[src/rtl/usb_ep_pkg.sv]
// shared constants, register map and enumerations for the endpoint mode engine
package usb_ep_pkg;
  // register byte offsets
  localparam logic [7:0] OFF_MODE = 8'h00;
  localparam logic [7:0] OFF_COUNT = 8'h04;
  localparam logic [7:0] OFF_STATUS = 8'h08;
  // mode register fields
  localparam int MODE_LSB = 0;
  localparam int PID_SETUP_BIT = 4;
  localparam int PID_IN_BIT = 5;
  localparam int PID_OUT_BIT = 6;
  // count register fields
  localparam int CNT_LSB = 0;
  localparam int CNT_VALID_BIT = 6;
  localparam int CNT_TOG_BIT = 7;
  // status register fields
  localparam int STAT_LOCK_BIT = 0;
  localparam int STAT_BUSY_BIT = 1;
  // reset values
  localparam logic [3:0] MODE_RST = 4'h0;
  localparam logic [3:0] CNT_RST = 4'h0;
  // endpoint modes
  localparam logic [3:0] M_DISABLE = 4'h0;
  localparam logic [3:0] M_NAK_IO = 4'h1;
  localparam logic [3:0] M_ISO_OUT = 4'h5;
  localparam logic [3:0] M_ISO_IN = 4'h7;
  localparam logic [3:0] M_NAK_OUT = 4'h8;
  localparam logic [3:0] M_ACK_OUT = 4'h9;
  localparam logic [3:0] M_NAK_OUT_SIN = 4'ha;
  localparam logic [3:0] M_ACK_OUT_SIN = 4'hb;
  localparam logic [3:0] M_NAK_IN = 4'hc;
  localparam logic [3:0] M_ACK_IN = 4'hd;
  localparam logic [3:0] M_NAK_IN_SOUT = 4'he;
  localparam logic [3:0] M_ACK_IN_SOUT = 4'hf;
  // received packet limits, byte counts include the two crc bytes
  localparam logic [4:0] RX_MAX_CNT = 5'h0a;
  localparam logic [4:0] RX_ZLP_CNT = 5'h02;
  // axi responses
  localparam logic [1:0] RESP_OKAY = 2'h0;
  localparam logic [1:0] RESP_SLVERR = 2'h2;

  typedef enum logic [1:0] {TOK_SETUP, TOK_IN, TOK_OUT} tok_e;
  typedef enum logic [1:0] {HS_ACK, HS_NAK, HS_STALL} hs_e;
  typedef enum logic [2:0] {ACT_IGNORE, ACT_NAK, ACT_STALL, ACT_ACK, ACT_CHECK,
    ACT_ALWAYS, ACT_TX0, ACT_TXCNT} act_e;
  typedef enum logic [1:0] {ST_IDLE, ST_SETUP_DATA, ST_OUT_DATA, ST_IN_WAIT} st_e;
endpackage

[src/rtl/usb_endpoint_mode_engine.sv]
// endpoint mode engine: token responses, mode advance, pid status, write lock, axi4-lite regs
//
// Implementation choices: the AXI4-Lite interface to the registers and the placing of the registers.
`timescale 1ns/1ps
module usb_endpoint_mode_engine
  import usb_ep_pkg::*;
(
  // clock and reset
  input wire logic aclk,
  input wire logic aresetn,
  // axi4-lite write address and data
  input wire logic [7:0] s_axi_awaddr,
  input wire logic s_axi_awvalid,
  output logic s_axi_awready,
  input wire logic [31:0] s_axi_wdata,
  input wire logic [3:0] s_axi_wstrb,
  input wire logic s_axi_wvalid,
  output logic s_axi_wready,
  // axi4-lite write response
  output logic [1:0] s_axi_bresp,
  output logic s_axi_bvalid,
  input wire logic s_axi_bready,
  // axi4-lite read
  input wire logic [7:0] s_axi_araddr,
  input wire logic s_axi_arvalid,
  output logic s_axi_arready,
  output logic [31:0] s_axi_rdata,
  output logic [1:0] s_axi_rresp,
  output logic s_axi_rvalid,
  input wire logic s_axi_rready,
  // token and packet events from the serial interface engine
  input wire logic tok_valid,
  input wire tok_e tok_type,
  input wire logic data_start,
  input wire logic data_done,
  input wire logic [4:0] data_cnt,
  input wire logic data_err,
  input wire logic data_toggle_bit,
  input wire logic host_ack,
  input wire logic xact_abort,
  input wire logic buf_corrupt,
  // responses to the serial interface engine
  output logic hs_valid,
  output hs_e hs_code,
  output logic tx_start,
  output logic [3:0] tx_len,
  output logic ep_irq
);
  st_e st_q, st_d;
  act_e act_q, act_d;
  logic [3:0] mode_q;
  logic [3:0] cnt_q;
  logic tog_q, dval_q;
  logic pid_setup_q, pid_in_q, pid_out_q;
  logic lock_q;

  // combinational decisions
  logic rx_ok, chk_ok;
  logic hs_go, tx_go, irq_go, len0;
  hs_e hs_kind;
  logic set_setup, set_in, set_out;
  logic hw_mode_we, cnt_we, lock_set;
  logic [3:0] hw_mode;

  function automatic logic setup_ok(input logic [3:0] m);
    case (m)
      4'h1, 4'h2, 4'h3, 4'h4, 4'h6, 4'ha, 4'hb, 4'he, 4'hf: setup_ok = 1'b1;
      default: setup_ok = 1'b0;
    endcase
  endfunction

  function automatic act_e in_act(input logic [3:0] m);
    case (m)
      4'h1, 4'hc, 4'he: in_act = ACT_NAK;
      4'h2, 4'h3: in_act = ACT_STALL;
      4'h6, 4'ha, 4'hb: in_act = ACT_TX0;
      4'h7, 4'hd, 4'hf: in_act = ACT_TXCNT;
      default: in_act = ACT_IGNORE;
    endcase
  endfunction

  function automatic act_e out_act(input logic [3:0] m);
    case (m)
      4'h1, 4'h8, 4'ha: out_act = ACT_NAK;
      4'h3, 4'h6: out_act = ACT_STALL;
      4'h2, 4'he, 4'hf: out_act = ACT_CHECK;
      4'h5: out_act = ACT_ALWAYS;
      4'h9, 4'hb: out_act = ACT_ACK;
      default: out_act = ACT_IGNORE;
    endcase
  endfunction

  assign rx_ok = (data_cnt <= RX_MAX_CNT) && !data_err;
  assign chk_ok = rx_ok && (data_cnt == RX_ZLP_CNT) && data_toggle_bit;

  always_comb
  begin
    st_d = st_q;
    act_d = act_q;
    hs_go = 1'b0;
    hs_kind = HS_ACK;
    tx_go = 1'b0;
    len0 = 1'b0;
    irq_go = buf_corrupt;
    set_setup = 1'b0;
    set_in = 1'b0;
    set_out = 1'b0;
    hw_mode_we = 1'b0;
    hw_mode = mode_q;
    cnt_we = 1'b0;
    lock_set = 1'b0;
    case (st_q)
      ST_IDLE:
      begin
        if (tok_valid)
        begin
          case (tok_type)
            TOK_SETUP:
            begin
              // disabled and non-control modes drop the token silently
              if (mode_q != M_DISABLE && setup_ok(mode_q))
                st_d = ST_SETUP_DATA;
            end
            TOK_OUT:
            begin
              act_d = out_act(mode_q);
              if (act_d != ACT_IGNORE)
                st_d = ST_OUT_DATA;
            end
            TOK_IN:
            begin
              act_d = in_act(mode_q);
              case (act_d)
                ACT_NAK, ACT_STALL:
                begin
                  hs_go = 1'b1;
                  hs_kind = (act_d == ACT_NAK) ? HS_NAK : HS_STALL;
                  set_in = 1'b1;
                  irq_go = 1'b1;
                end
                ACT_TX0, ACT_TXCNT:
                begin
                  tx_go = 1'b1;
                  len0 = (act_d == ACT_TX0);
                  // isochronous in expects no handshake back
                  if (mode_q == M_ISO_IN)
                  begin
                    set_in = 1'b1;
                    irq_go = 1'b1;
                  end
                  else
                    st_d = ST_IN_WAIT;
                end
                default: ;
              endcase
            end
            default: ;
          endcase
        end
      end
      ST_SETUP_DATA:
      begin
        set_setup = data_start;
        if (xact_abort)
          st_d = ST_IDLE;
        else if (data_done)
        begin
          st_d = ST_IDLE;
          cnt_we = 1'b1;
          irq_go = 1'b1;
          if (rx_ok)
          begin
            hs_go = 1'b1;
            hw_mode_we = 1'b1;
            hw_mode = M_NAK_IO;
            lock_set = 1'b1;
          end
        end
      end
      ST_OUT_DATA:
      begin
        if (xact_abort)
          st_d = ST_IDLE;
        else if (data_done)
        begin
          st_d = ST_IDLE;
          // bad packets to nak, stall or check modes get no answer at all
          if (rx_ok || act_q == ACT_ACK || act_q == ACT_ALWAYS)
          begin
            set_out = 1'b1;
            irq_go = 1'b1;
          end
          case (act_q)
            ACT_NAK:
            begin
              hs_go = rx_ok;
              hs_kind = HS_NAK;
            end
            ACT_STALL:
            begin
              hs_go = rx_ok;
              hs_kind = HS_STALL;
            end
            ACT_ALWAYS: cnt_we = 1'b1;
            ACT_ACK:
            begin
              cnt_we = 1'b1;
              if (rx_ok)
              begin
                hs_go = 1'b1;
                lock_set = 1'b1;
                hw_mode_we = 1'b1;
                hw_mode = (mode_q == M_ACK_OUT) ? M_NAK_OUT : M_NAK_OUT_SIN;
              end
            end
            ACT_CHECK:
            begin
              hs_go = rx_ok;
              hs_kind = chk_ok ? HS_ACK : HS_STALL;
              lock_set = chk_ok;
            end
            default: ;
          endcase
        end
      end
      ST_IN_WAIT:
      begin
        if (host_ack)
        begin
          st_d = ST_IDLE;
          set_in = 1'b1;
          irq_go = 1'b1;
          lock_set = 1'b1;
          if (mode_q == M_ACK_IN || mode_q == M_ACK_IN_SOUT)
          begin
            hw_mode_we = 1'b1;
            hw_mode = (mode_q == M_ACK_IN) ? M_NAK_IN : M_NAK_IN_SOUT;
          end
        end
        else if (xact_abort)
          st_d = ST_IDLE;
      end
      default: st_d = ST_IDLE;
    endcase
  end

  always_ff @(posedge aclk)
  begin
    if (!aresetn)
    begin
      st_q <= ST_IDLE;
      act_q <= ACT_IGNORE;
    end
    else
    begin
      st_q <= st_d;
      act_q <= act_d;
    end
  end

  // response strobes to the serial interface engine
  always_ff @(posedge aclk)
  begin
    if (!aresetn)
    begin
      hs_valid <= 1'b0;
      hs_code <= HS_ACK;
      tx_start <= 1'b0;
      tx_len <= 4'h0;
      ep_irq <= 1'b0;
    end
    else
    begin
      hs_valid <= hs_go;
      hs_code <= hs_kind;
      tx_start <= tx_go;
      tx_len <= len0 ? 4'h0 : cnt_q;
      ep_irq <= irq_go;
    end
  end

  // axi write side: address and data taken together
  logic wr_go, rd_go, wr_ok, rd_sel_mode, rd_sel_cnt;
  assign s_axi_awready = s_axi_awvalid && s_axi_wvalid && !s_axi_bvalid;
  assign s_axi_wready = s_axi_awready;
  assign wr_go = s_axi_awready;
  assign wr_ok = (s_axi_awaddr == OFF_MODE) || (s_axi_awaddr == OFF_COUNT)
    || (s_axi_awaddr == OFF_STATUS);
  assign s_axi_arready = !s_axi_rvalid;
  assign rd_go = s_axi_arvalid && s_axi_arready;
  assign rd_sel_mode = rd_go && (s_axi_araddr == OFF_MODE);
  assign rd_sel_cnt = rd_go && (s_axi_araddr == OFF_COUNT);

  logic cpu_mode_we, cpu_cnt_we;
  // a locked write still completes on the bus, it just changes nothing
  assign cpu_mode_we = wr_go && s_axi_wstrb[0] && (s_axi_awaddr == OFF_MODE) && !lock_q;
  assign cpu_cnt_we = wr_go && s_axi_wstrb[0] && (s_axi_awaddr == OFF_COUNT) && !lock_q;

  always_ff @(posedge aclk)
  begin
    if (!aresetn)
    begin
      s_axi_bvalid <= 1'b0;
      s_axi_bresp <= RESP_OKAY;
    end
    else if (wr_go)
    begin
      s_axi_bvalid <= 1'b1;
      s_axi_bresp <= wr_ok ? RESP_OKAY : RESP_SLVERR;
    end
    else if (s_axi_bready)
      s_axi_bvalid <= 1'b0;
  end

  always_ff @(posedge aclk)
  begin
    if (!aresetn)
    begin
      s_axi_rvalid <= 1'b0;
      s_axi_rresp <= RESP_OKAY;
      s_axi_rdata <= 32'h0;
    end
    else if (rd_go)
    begin
      s_axi_rvalid <= 1'b1;
      s_axi_rresp <= RESP_OKAY;
      s_axi_rdata <= 32'h0;
      case (s_axi_araddr)
        OFF_MODE:
        begin
          s_axi_rdata[MODE_LSB +: 4] <= mode_q;
          s_axi_rdata[PID_SETUP_BIT] <= pid_setup_q;
          s_axi_rdata[PID_IN_BIT] <= pid_in_q;
          s_axi_rdata[PID_OUT_BIT] <= pid_out_q;
        end
        OFF_COUNT:
        begin
          s_axi_rdata[CNT_LSB +: 4] <= cnt_q;
          s_axi_rdata[CNT_VALID_BIT] <= dval_q;
          s_axi_rdata[CNT_TOG_BIT] <= tog_q;
        end
        OFF_STATUS:
        begin
          s_axi_rdata[STAT_LOCK_BIT] <= lock_q;
          s_axi_rdata[STAT_BUSY_BIT] <= (st_q != ST_IDLE);
        end
        default: s_axi_rresp <= RESP_SLVERR;
      endcase
    end
    else if (s_axi_rready)
      s_axi_rvalid <= 1'b0;
  end

  // mode: hardware advance wins over a cpu write in the same cycle
  always_ff @(posedge aclk)
  begin
    if (!aresetn)
      mode_q <= MODE_RST;
    else if (hw_mode_we)
      mode_q <= hw_mode;
    else if (cpu_mode_we)
      mode_q <= s_axi_wdata[MODE_LSB +: 4];
  end

  // pid status: writing a one clears, a set in the same cycle wins
  always_ff @(posedge aclk)
  begin
    if (!aresetn)
    begin
      pid_setup_q <= 1'b0;
      pid_in_q <= 1'b0;
      pid_out_q <= 1'b0;
    end
    else
    begin
      pid_setup_q <= set_setup | (pid_setup_q & ~(cpu_mode_we & s_axi_wdata[PID_SETUP_BIT]));
      pid_in_q <= set_in | (pid_in_q & ~(cpu_mode_we & s_axi_wdata[PID_IN_BIT]));
      pid_out_q <= set_out | (pid_out_q & ~(cpu_mode_we & s_axi_wdata[PID_OUT_BIT]));
    end
  end

  // count, toggle and data-valid of the last received packet
  always_ff @(posedge aclk)
  begin
    if (!aresetn)
    begin
      cnt_q <= CNT_RST;
      tog_q <= 1'b0;
      dval_q <= 1'b0;
    end
    else if (cnt_we)
    begin
      cnt_q <= (data_cnt > 5'h0f) ? 4'hf : data_cnt[3:0];
      tog_q <= data_toggle_bit;
      dval_q <= rx_ok;
    end
    else if (cpu_cnt_we)
    begin
      cnt_q <= s_axi_wdata[CNT_LSB +: 4];
      tog_q <= s_axi_wdata[CNT_TOG_BIT];
    end
  end

  // write lock; a read while a transaction is open does not release it
  always_ff @(posedge aclk)
  begin
    if (!aresetn)
      lock_q <= 1'b0;
    else if (lock_set)
      lock_q <= 1'b1;
    else if ((rd_sel_mode || rd_sel_cnt) && st_q == ST_IDLE)
      lock_q <= 1'b0;
  end

  property p_dis_quiet;
    @(posedge aclk) disable iff (!aresetn)
    (st_q == ST_IDLE && tok_valid && mode_q == M_DISABLE) |=> !hs_valid && !tx_start && !ep_irq;
  endproperty
  a_dis_quiet: assert property (p_dis_quiet) else $error("disabled endpoint answered");

  property p_nak_in;
    @(posedge aclk) disable iff (!aresetn)
    (st_q == ST_IDLE && tok_valid && tok_type == TOK_IN && mode_q == M_NAK_IO)
      |=> hs_valid && hs_code == HS_NAK;
  endproperty
  a_nak_in: assert property (p_nak_in) else $error("mode 0001 did not nak in");

  property p_setup_force;
    @(posedge aclk) disable iff (!aresetn)
    (st_q == ST_SETUP_DATA && data_done && rx_ok && !xact_abort) |=> mode_q == M_NAK_IO;
  endproperty
  a_setup_force: assert property (p_setup_force) else $error("setup did not force nak mode");

  property p_setup_ack;
    @(posedge aclk) disable iff (!aresetn)
    (st_q == ST_SETUP_DATA && data_done && rx_ok && !xact_abort) |=> hs_valid && hs_code == HS_ACK;
  endproperty
  a_setup_ack: assert property (p_setup_ack) else $error("valid setup not acked");

  property p_long_silent;
    @(posedge aclk) disable iff (!aresetn)
    (st_q != ST_IDLE && data_done && data_cnt > RX_MAX_CNT) |=> !hs_valid;
  endproperty
  a_long_silent: assert property (p_long_silent) else $error("long packet answered");

  property p_ack_out_adv;
    @(posedge aclk) disable iff (!aresetn)
    (st_q == ST_OUT_DATA && act_q == ACT_ACK && data_done && rx_ok && !xact_abort
      && mode_q == M_ACK_OUT) |=> mode_q == M_NAK_OUT && lock_q;
  endproperty
  a_ack_out_adv: assert property (p_ack_out_adv) else $error("1001 did not become 1000");

  property p_in_adv;
    @(posedge aclk) disable iff (!aresetn)
    (st_q == ST_IN_WAIT && host_ack && mode_q == M_ACK_IN) |=> mode_q == M_NAK_IN && lock_q;
  endproperty
  a_in_adv: assert property (p_in_adv) else $error("1101 did not become 1100");

  property p_lock_blocks;
    @(posedge aclk) disable iff (!aresetn)
    (lock_q && !hw_mode_we) |=> $stable(mode_q);
  endproperty
  a_lock_blocks: assert property (p_lock_blocks) else $error("locked mode changed");

  property p_busy_keeps_lock;
    @(posedge aclk) disable iff (!aresetn)
    (lock_q && st_q != ST_IDLE) |=> lock_q;
  endproperty
  a_busy_keeps_lock: assert property (p_busy_keeps_lock) else $error("lock lifted early");

  property p_out_pid_late;
    @(posedge aclk) disable iff (!aresetn)
    (st_q == ST_IDLE && tok_valid && tok_type == TOK_OUT && !pid_out_q) |=> !pid_out_q;
  endproperty
  a_out_pid_late: assert property (p_out_pid_late) else $error("out pid set early");

  c_setup: cover property (@(posedge aclk) st_q == ST_SETUP_DATA ##1 hs_valid);
  c_in_ack: cover property (@(posedge aclk) st_q == ST_IN_WAIT && host_ack);
  c_unlock: cover property (@(posedge aclk) lock_q ##[1:20] !lock_q);
endmodule

[config.mk]
export PLATFORM = sky130hd
export DESIGN_NAME = usb_endpoint_mode_engine
export DESIGN_NICKNAME = d
export VERILOG_FILES = /design/src/rtl/usb_ep_pkg.sv /design/src/rtl/usb_endpoint_mode_engine.sv
export SDC_FILE = /design/constraint.sdc
export NUM_CORES = 1
export LEC_CHECK = 0
export ABC_CLOCK_PERIOD_IN_PS = 6670
export BUFFER_PORTS_ARGS = -buffer_cell sky130_fd_sc_hd__buf_2
export CAP_MARGIN = 20
export CORE_AREA = 2 2 104 106
export CTS_BUF_LIST = sky130_fd_sc_hd__clkbuf_16
export DETAILED_ROUTE_END_ITERATION = 6
export DIE_AREA = 0 0 106 108
export PLACE_DENSITY = 0.55
export SYNTH_ARGS = -nofsm -noshare
export SYNTH_HDL_FRONTEND = slang
export SYNTH_SLANG_ARGS = --single-unit
export TNS_END_PERCENT = 1
[constraint.sdc]
create_clock -name aclk -period 6.67 [get_ports aclk]
set_input_delay 1.0005 -clock aclk [delete_from_list [all_inputs] [get_ports aclk]]
set_output_delay 1.0005 -clock aclk [all_outputs]
set_load 0.02 [all_outputs]
==> results.md, run 1 <==
* Seq/Total Area, Yosys at 33.2%
* Area of the multi-input gates at approximately 0.0017 mm2
* Row cnt at 37
* # H-tree levels at 2
* Req. time, crit path at a little under 7 ns
* Leakage at 1.47 nW
* Final hold violations at 0
* Critical Path End Type: flip-flop
* Via Count at around 2500
* Final HPWL DP at 5480 um
* Buffers and inverters on the worst path at 1
* Post-Synth XOR/XNOR Area at less than 1%
* Clock sink count at between 40 and 50
* R2r startpoint: st_q[0]$_SDFFE_PN0P_
* Max Slew Vio Count at 0
* CTS tree: done
* Post-synthesis compound-gate area fraction at roughly a quarter
* Mux contribution to synthesized area at a little over 5%
* Most frequent cells in the layout: buf_2 (70), dfxtp_1 (47), conb_1 (26)
* Area growth, synth to finish at 16.7%
* Fill count at between 1000 and 1500
* Crit-path slowest cell: or4_1
* Area leader, netlist: dfxtp_1
* First-pass GRT wire length at between 10000 and 15000 um
* Met1 usage at 15.5%
* Crit path cell chain: buf_2 -> a211oi_4 -> nand3_4 -> o22ai_1 -> a31oi_1 -> o211a_1 -> or4_1 -> nand3_1
* Logic pwr share at about a quarter
* Reg area at about 940 um2
* Max Clk Rate at roughly 0.34 GHz
* Final min period at 2.96 ns
* Cells on Worst Hold Path at 1
* Top cell type's share of synthesized area at 33.2%
* Post-CTS Setup Inserts at 0
* Max_cap viols at 0
* Share of layout cells above drive strength 1 at between 20% and 30%
* Final period util at 44.4%
* FFs w/ async S/R, synth at 0%
* Clock transition at path regs at around 0.060 ns
* Vias in the first global route at ~2200
* Die area at 0.0114 mm2
* Ys flop type: dfxtp_1
* Max VDD drop at 0.103 mV
* Post-CTS sizing at 0
* Number of synthesized flops with an enable pin at 0
* Switching part of the total power at approximately a third
* Worst reg2reg path depth at 10
* Internal at roughly 0.00050 W
* Final setup viols at 0
* PnR Total Power at 0.000731 W
* # IOs at ~120
* Largest delay share family, worst path: compound AO/OA/AOI/OAI gates
* Status: finished clean
* Mapped Area at 0.00283 mm2
* RePlAce Congestion at around 0.75
* Post-DRT Antenna Nets at 0
* Switching power at approximately 0.00023 W
* Initial antenna violation count at 0
* Syn Inst Count at between 300 and 400
* Largest net degree at the start of global routing at 37
* Gr busiest metal: met2
* Die Span Y at 108 um
* R2r setup slk at between 3 and 4 ns
* Latest clock arrival within the worst-skew pair at ~0.29 ns
* Max clock buf depth at 2
* Clock skew at 0.00640 ns
* Part of the power in registers at between 40% and 50%
* Layout Nets at between 400 and 500
* Die Wd at between 100 and 150 um
* Post-synth cell types at a little over 60
* Destination of the worst hold path: tx_len[1]$_SDFF_PP0_
* Largest fanout on the critical path at 10
* GR Util met2 at 19.9%
* Adder-cell share of the synthesized area at under 10%
* Setup TNS at 0 ns
* Met3 layer usage reported by global route at under 10%
* Slew @ Worst Pin at 0.622 ns
* PwrDens at 221 mW/mm2
* Normalized max-slew margin at roughly 60%
* DRT iter0 DRCs at around 110
* DRC at 0
* Critical Path Max Stage Delay at around 0.55 ns
* Hold buffers post-CTS at 0
* WL per Instance at 13.3 um
* Worst Hold Class: flip-flop to flip-flop
* RSZ-0062 raised after global routing: no
* Port bufs at 70
* Yosys reg bits at between 40 and 50
* CTS buffer count at 5
* Crit path arrival time at approximately 3.2 ns
* CORE AREA at ~0.010 mm2
* Setup slack after layout at 3.71 ns
* GR Overflow Total at 0
* Clk pwr share at 32.8%
* Synth top area cells: dfxtp_1 (33%), buf_4 (7.2%), ha_1 (4.0%), nor2b_1 (3.3%), mux2i_1 (3.2%)
* Vias/cell at about 4.8
* Min-delay src: cnt_q[1]$_SDFFE_PN0P_
* Commonest non-fill, non-tap cell in the layout: buf_2
* Antenna cells at 0
* Worst slack at placement at 3.40 ns
* Final WL at 6980 um
* Synth warnings at 0
* Worst Setup Start Kind: primary input
* Simple-gate area share of the yosys netlist at 21.7%
* Synth Area per Inst at 8.61 um2
* Overall Global Routing Usage at 12.0%
* Starting Density at 27.7%
* DR pass1 iterations at 4
* WS Path Type: primary input to flip-flop
* Largest family of logic cells by synthesized area: compound AO/OA/AOI/OAI gates
* Root buf cell: clkbuf_16
logic make-up after synthesis:
family                     count (synthesis)
other                                      1
muxes                                     14
DFF                                       47
adders and majority gates                  9
AOI/OAI and AO/OA                         88
and+or+nand+nor                          110
xor gates and xnor gates                   3
buffers and inverters                     57
metal layers:
layer | wire [um] | up-vias
met5 | 0 | -
met4 | 82 | 0
met3 | 403 | 9
met2 | 3280 | 75
met1 | 3210 | 1150
li1 | - | 1252
through the flow:
stage	area [um2]	hold WS [ns]	std cells	util, %
3_3_place_gp	3170	0.470	516	31.0
4_1_cts	3310	0.494	523	32.3
3_5_place_dp	3170	0.476	516	31.0
2_1_floorplan	2930	0.447	354	-
5_1_grt	3310	0.507	523	32.3
6_report	3310	0.493	523	32.3
worst max path at each step:
stage | startpoint | end | slack [ns] | cells past startpoint
final | data_cnt[3] | flip-flop | 3.71 | 8
after CTS | data_cnt[3] | flip-flop | 3.70 | 8
after global routing | data_cnt[3] | flip-flop | 3.53 | 8
after global placement | s_axi_awaddr[1] | flip-flop | 3.43 | 9
after detailed placement | data_cnt[3] | flip-flop | 3.40 | 8
after floorplan | s_axi_awvalid | flip-flop | 3.67 | 9
cell type report:
| class | count | share of cell area (%) |
|---|---|---|
| multi-input combinational | 250 | 50.1 |
| sequential | 47 | 28.5 |
| timing repair buffer | 70 | 10.6 |
| tap | 136 | 5.15 |
| clock buffer | 5 | 3.78 |
| inverter | 13 | 1.48 |
| clock inverter | 2 | 0.416 |
power by group through the flow:
stage               registers [W]  logic, W  clock network (W)
floorplan                0.000317  0.000140                  0
global placement         0.000314  0.000181                  0
detailed placement       0.000315  0.000183                  0
CTS                      0.000308  0.000184           0.000250
global route             0.000311  0.000205           0.000259
finish                   0.000309  0.000183           0.000240
Yosys cell counts (5+ instances only):
library cell and instances:
a21oi_1 15, a22oi_1 10, a31oi_1 5, and2_1 6, buf_4 27, clkbuf_1 11
dfxtp_1 47, ha_1 9, inv_1 13, mux2_2 5, mux2i_1 9, nand2_1 23
nand3_1 11, nand3b_1 5, nor2_1 19, nor2b_1 15, o211a_1 7, o21a_1 5
o21ai_0 14
(Power assumes the default switching activity.)
==> run 2, diff against run 1 <==
--- a/config.mk
+++ b/config.mk
@@ -5,7 +5,7 @@
 export SDC_FILE = /design/constraint.sdc
 export NUM_CORES = 1
 export LEC_CHECK = 0
-export ABC_CLOCK_PERIOD_IN_PS = 6670
+export ABC_CLOCK_PERIOD_IN_PS = 2900
 export BUFFER_PORTS_ARGS = -buffer_cell sky130_fd_sc_hd__buf_2
 export CAP_MARGIN = 20
 export CORE_AREA = 2 2 104 106
==> constraint.sdc (replaced) <==
create_clock -name aclk -period 2.9 [get_ports aclk]
set_input_delay 0.435 -clock aclk [delete_from_list [all_inputs] [get_ports aclk]]
set_output_delay 0.435 -clock aclk [all_outputs]
set_load 0.02 [all_outputs]
==> results.md, run 2 (synthesis gave the netlist of run 1 again) <==
* # H-tree levels at 2 (unchanged)
* Gr busiest metal: met2
* Largest fanout on the critical path at 6 (-4)
* Switching power at 0.000545 W (+140%)
* Initial antenna violation count at 0 (unchanged)
* Clock sink count at 47 (unchanged)
* Starting Density at 27.7% (unchanged)
* Req. time, crit path at 3.12 ns (-3.77 ns)
* Final HPWL DP at 5600 um (+2.1%)
* Clock transition at path regs at 0.07 ns (about the same)
* Row cnt at 37 (unchanged)
* Internal at 0.00117 W (+130%)
* DRT iter0 DRCs at 148 (+36%)
* Die Span Y at 108 um (unchanged)
* Buffers and inverters on the worst path at 1 (unchanged)
* Met1 usage at 16.2% (+0.71 points)
* Min-delay src: s_axi_arvalid
* CP startpoint: st_q[0]$_SDFFE_PN0P_
* Crit-path slowest cell: or4_1
* Critical Path End Type: flip-flop
* CTS buffer count at 5 (unchanged)
* RePlAce Congestion at 0.788 (+4.8%)
* Final std cells w/o fill at 530 (+1.3%)
* GR Util met2 at 20.2% (+0.37 points)
* Setup TNS at 0 ns (unchanged)
* Overall Global Routing Usage at 12.1% (+0.17 points)
* Crit path cell chain: inv_1 -> ha_1 -> nand2b_1 -> o22a_1 -> o211a_4 -> or2_2 -> o21a_1 -> or4_1 -> nand3_1
* Placed Instances at 522 (+1.2%)
* Hold buffers post-CTS at 0 (unchanged)
* Met3 layer usage reported by global route at 2.77% (+0.18 points)
* Max Slew Vio Count at 0 (unchanged)
* Vias in the first global route at 2251 (+0.67%)
* Leakage at 1.49 nW (+1.9%)
* Final setup viols at 0 (unchanged)
* Status: finished clean
* Via Count at 2482 (-0.16%)
* Die area at 0.0114 mm2 (unchanged)
* RSZ-0062 raised after global routing: no
* Critical Path Max Stage Delay at 0.52 ns (-0.03 ns)
* Clock skew at 0.00548 ns (-0.000913 ns)
* Latest clock arrival within the worst-skew pair at 0.28 ns (about the same)
* CORE AREA at 0.0102 mm2 (unchanged)
* Setup slack after layout at 0.234 ns (-3.47 ns)
* R2r startpoint: st_q[0]$_SDFFE_PN0P_
* DR pass1 iterations at 4 (unchanged)
* PwrDens at 509 mW/mm2 (+130%)
* Max_cap viols at 0 (unchanged)
* Clk pwr share at 32.9% (about the same)
* Worst Setup Start Kind: flip-flop
* Max Clk Rate at ~0.38 GHz
* Post-DRT Antenna Nets at 0 (unchanged)
* Commonest non-fill, non-tap cell in the layout: buf_2
* Final hold violations at 0 (unchanged)
* Largest net degree at the start of global routing at 20 (-46%)
* CTS tree: done
* Crit path arrival time at 2.89 ns (-0.30 ns)
* Max clock buf depth at 2 (unchanged)
* DRC at 0 (unchanged)
* GR Overflow Total at 0 (unchanged)
* First-pass GRT wire length at 11200 um (+2.6%)
* Worst Hold Class: primary input to flip-flop
* Final period util at about nine tenths
* Area growth, synth to finish at 18.8%
* WS Path Type: flip-flop to flip-flop
* Die Wd at 106 um (unchanged)
* Switching part of the total power at 31.8% (+0.26 points)
* Final min period at 2.67 ns
* Final WL at 7040 um (+0.90%)
* # IOs at 124 (unchanged)
* Part of the power in registers at 41.5% (-0.7 points)
* Worst slack at placement at 0.242 ns (-3.16 ns)
* Fill count at 1085 (-0.092%)
* Normalized max-slew margin at 59.7% (+1.2 points)
* Port bufs at 70 (unchanged)
* Most frequent cells in the layout: buf_2 (70), dfxtp_1 (47), conb_1 (26)
* Vias/cell at 4.68 (-1.5%)
* Root buf cell: clkbuf_16
* Largest delay share family, worst path: simple AND/OR/NAND/NOR gates
* Logic pwr share at 25.6% (+0.6 points)
* Share of layout cells above drive strength 1 at 25.6% (+1.3 points)
* Max VDD drop at 0.278 mV (+170%)
* Slew @ Worst Pin at 0.599 ns (-0.0237 ns)
* WL per Instance at 13.3 um (-0.43%)
* Layout Nets at 476 (+1.3%)
* Antenna cells at 0 (unchanged)
-- run 2: changes by cell type in the layout (fill, tap and decap cells not counted) --
cell,change
clkinv_4,-1
buf_4,+6
o21ai_2,-1
clkinvlp_4,+2
o21ai_4,+1
-- run 2: power by group through the flow --
stage / logic, W / registers (W) / clock network, W
finish: 0.000438 / 0.000711 / 0.000563
global placement: 0.000434 / 0.000723 / 0
CTS: 0.000440 / 0.000710 / 0.000581
floorplan: 0.000321 / 0.000730 / 0
global route: 0.000495 / 0.000714 / 0.000606
detailed placement: 0.000436 / 0.000724 / 0
-- run 2: layout make-up --
type                    count  area (um2)  share of cell area (%)
multi-input cells         250        1670                    49.5
flip-flops and latches     47         941                    28.0
repair buffers             76         395                    11.7
well taps                 136         170                    5.06
clock buffers               5         125                    3.72
inverters                  13        48.8                    1.45
clock inverters             3        20.0                   0.595
-- run 2: per-stage QoR --
step           cell area, um2  hold slack [ns]  util [%]  power [W]
2_1_floorplan            2930            0.447         -    0.00105
3_3_place_gp             3210            0.467      31.4    0.00116
3_5_place_dp             3210            0.475      31.4    0.00116
4_1_cts                  3360            0.400      32.8    0.00173
5_1_grt                  3370            0.410      32.9    0.00181
6_report                 3370            0.402      32.9    0.00171
-- run 2: worst paths after layout --
path	end	slack [ns]	cells after the start
setup / recovery	flip-flop	0.23	9
hold / removal	s_axi_rvalid$_SDFFE_PN0P_	0.40	2
setup reg to reg	flip-flop	0.23	9
hold reg to reg	tx_len[2]$_SDFF_PP0_	0.49	1
-- run 2: layer usage --
metal	vias up	wire (um)	share of wire (%)
met4	0	44	0.63
met5	-	0	0
li1	1260	-	-
met2	61	3340	47
met3	5	297	4.2
met1	1156	3360	48
-- run 2: repair_timing --
item                       in CTS  in global routing
resized for setup               0                  1
setup endpoints to repair       0                  1
setup buffers                   0                  0
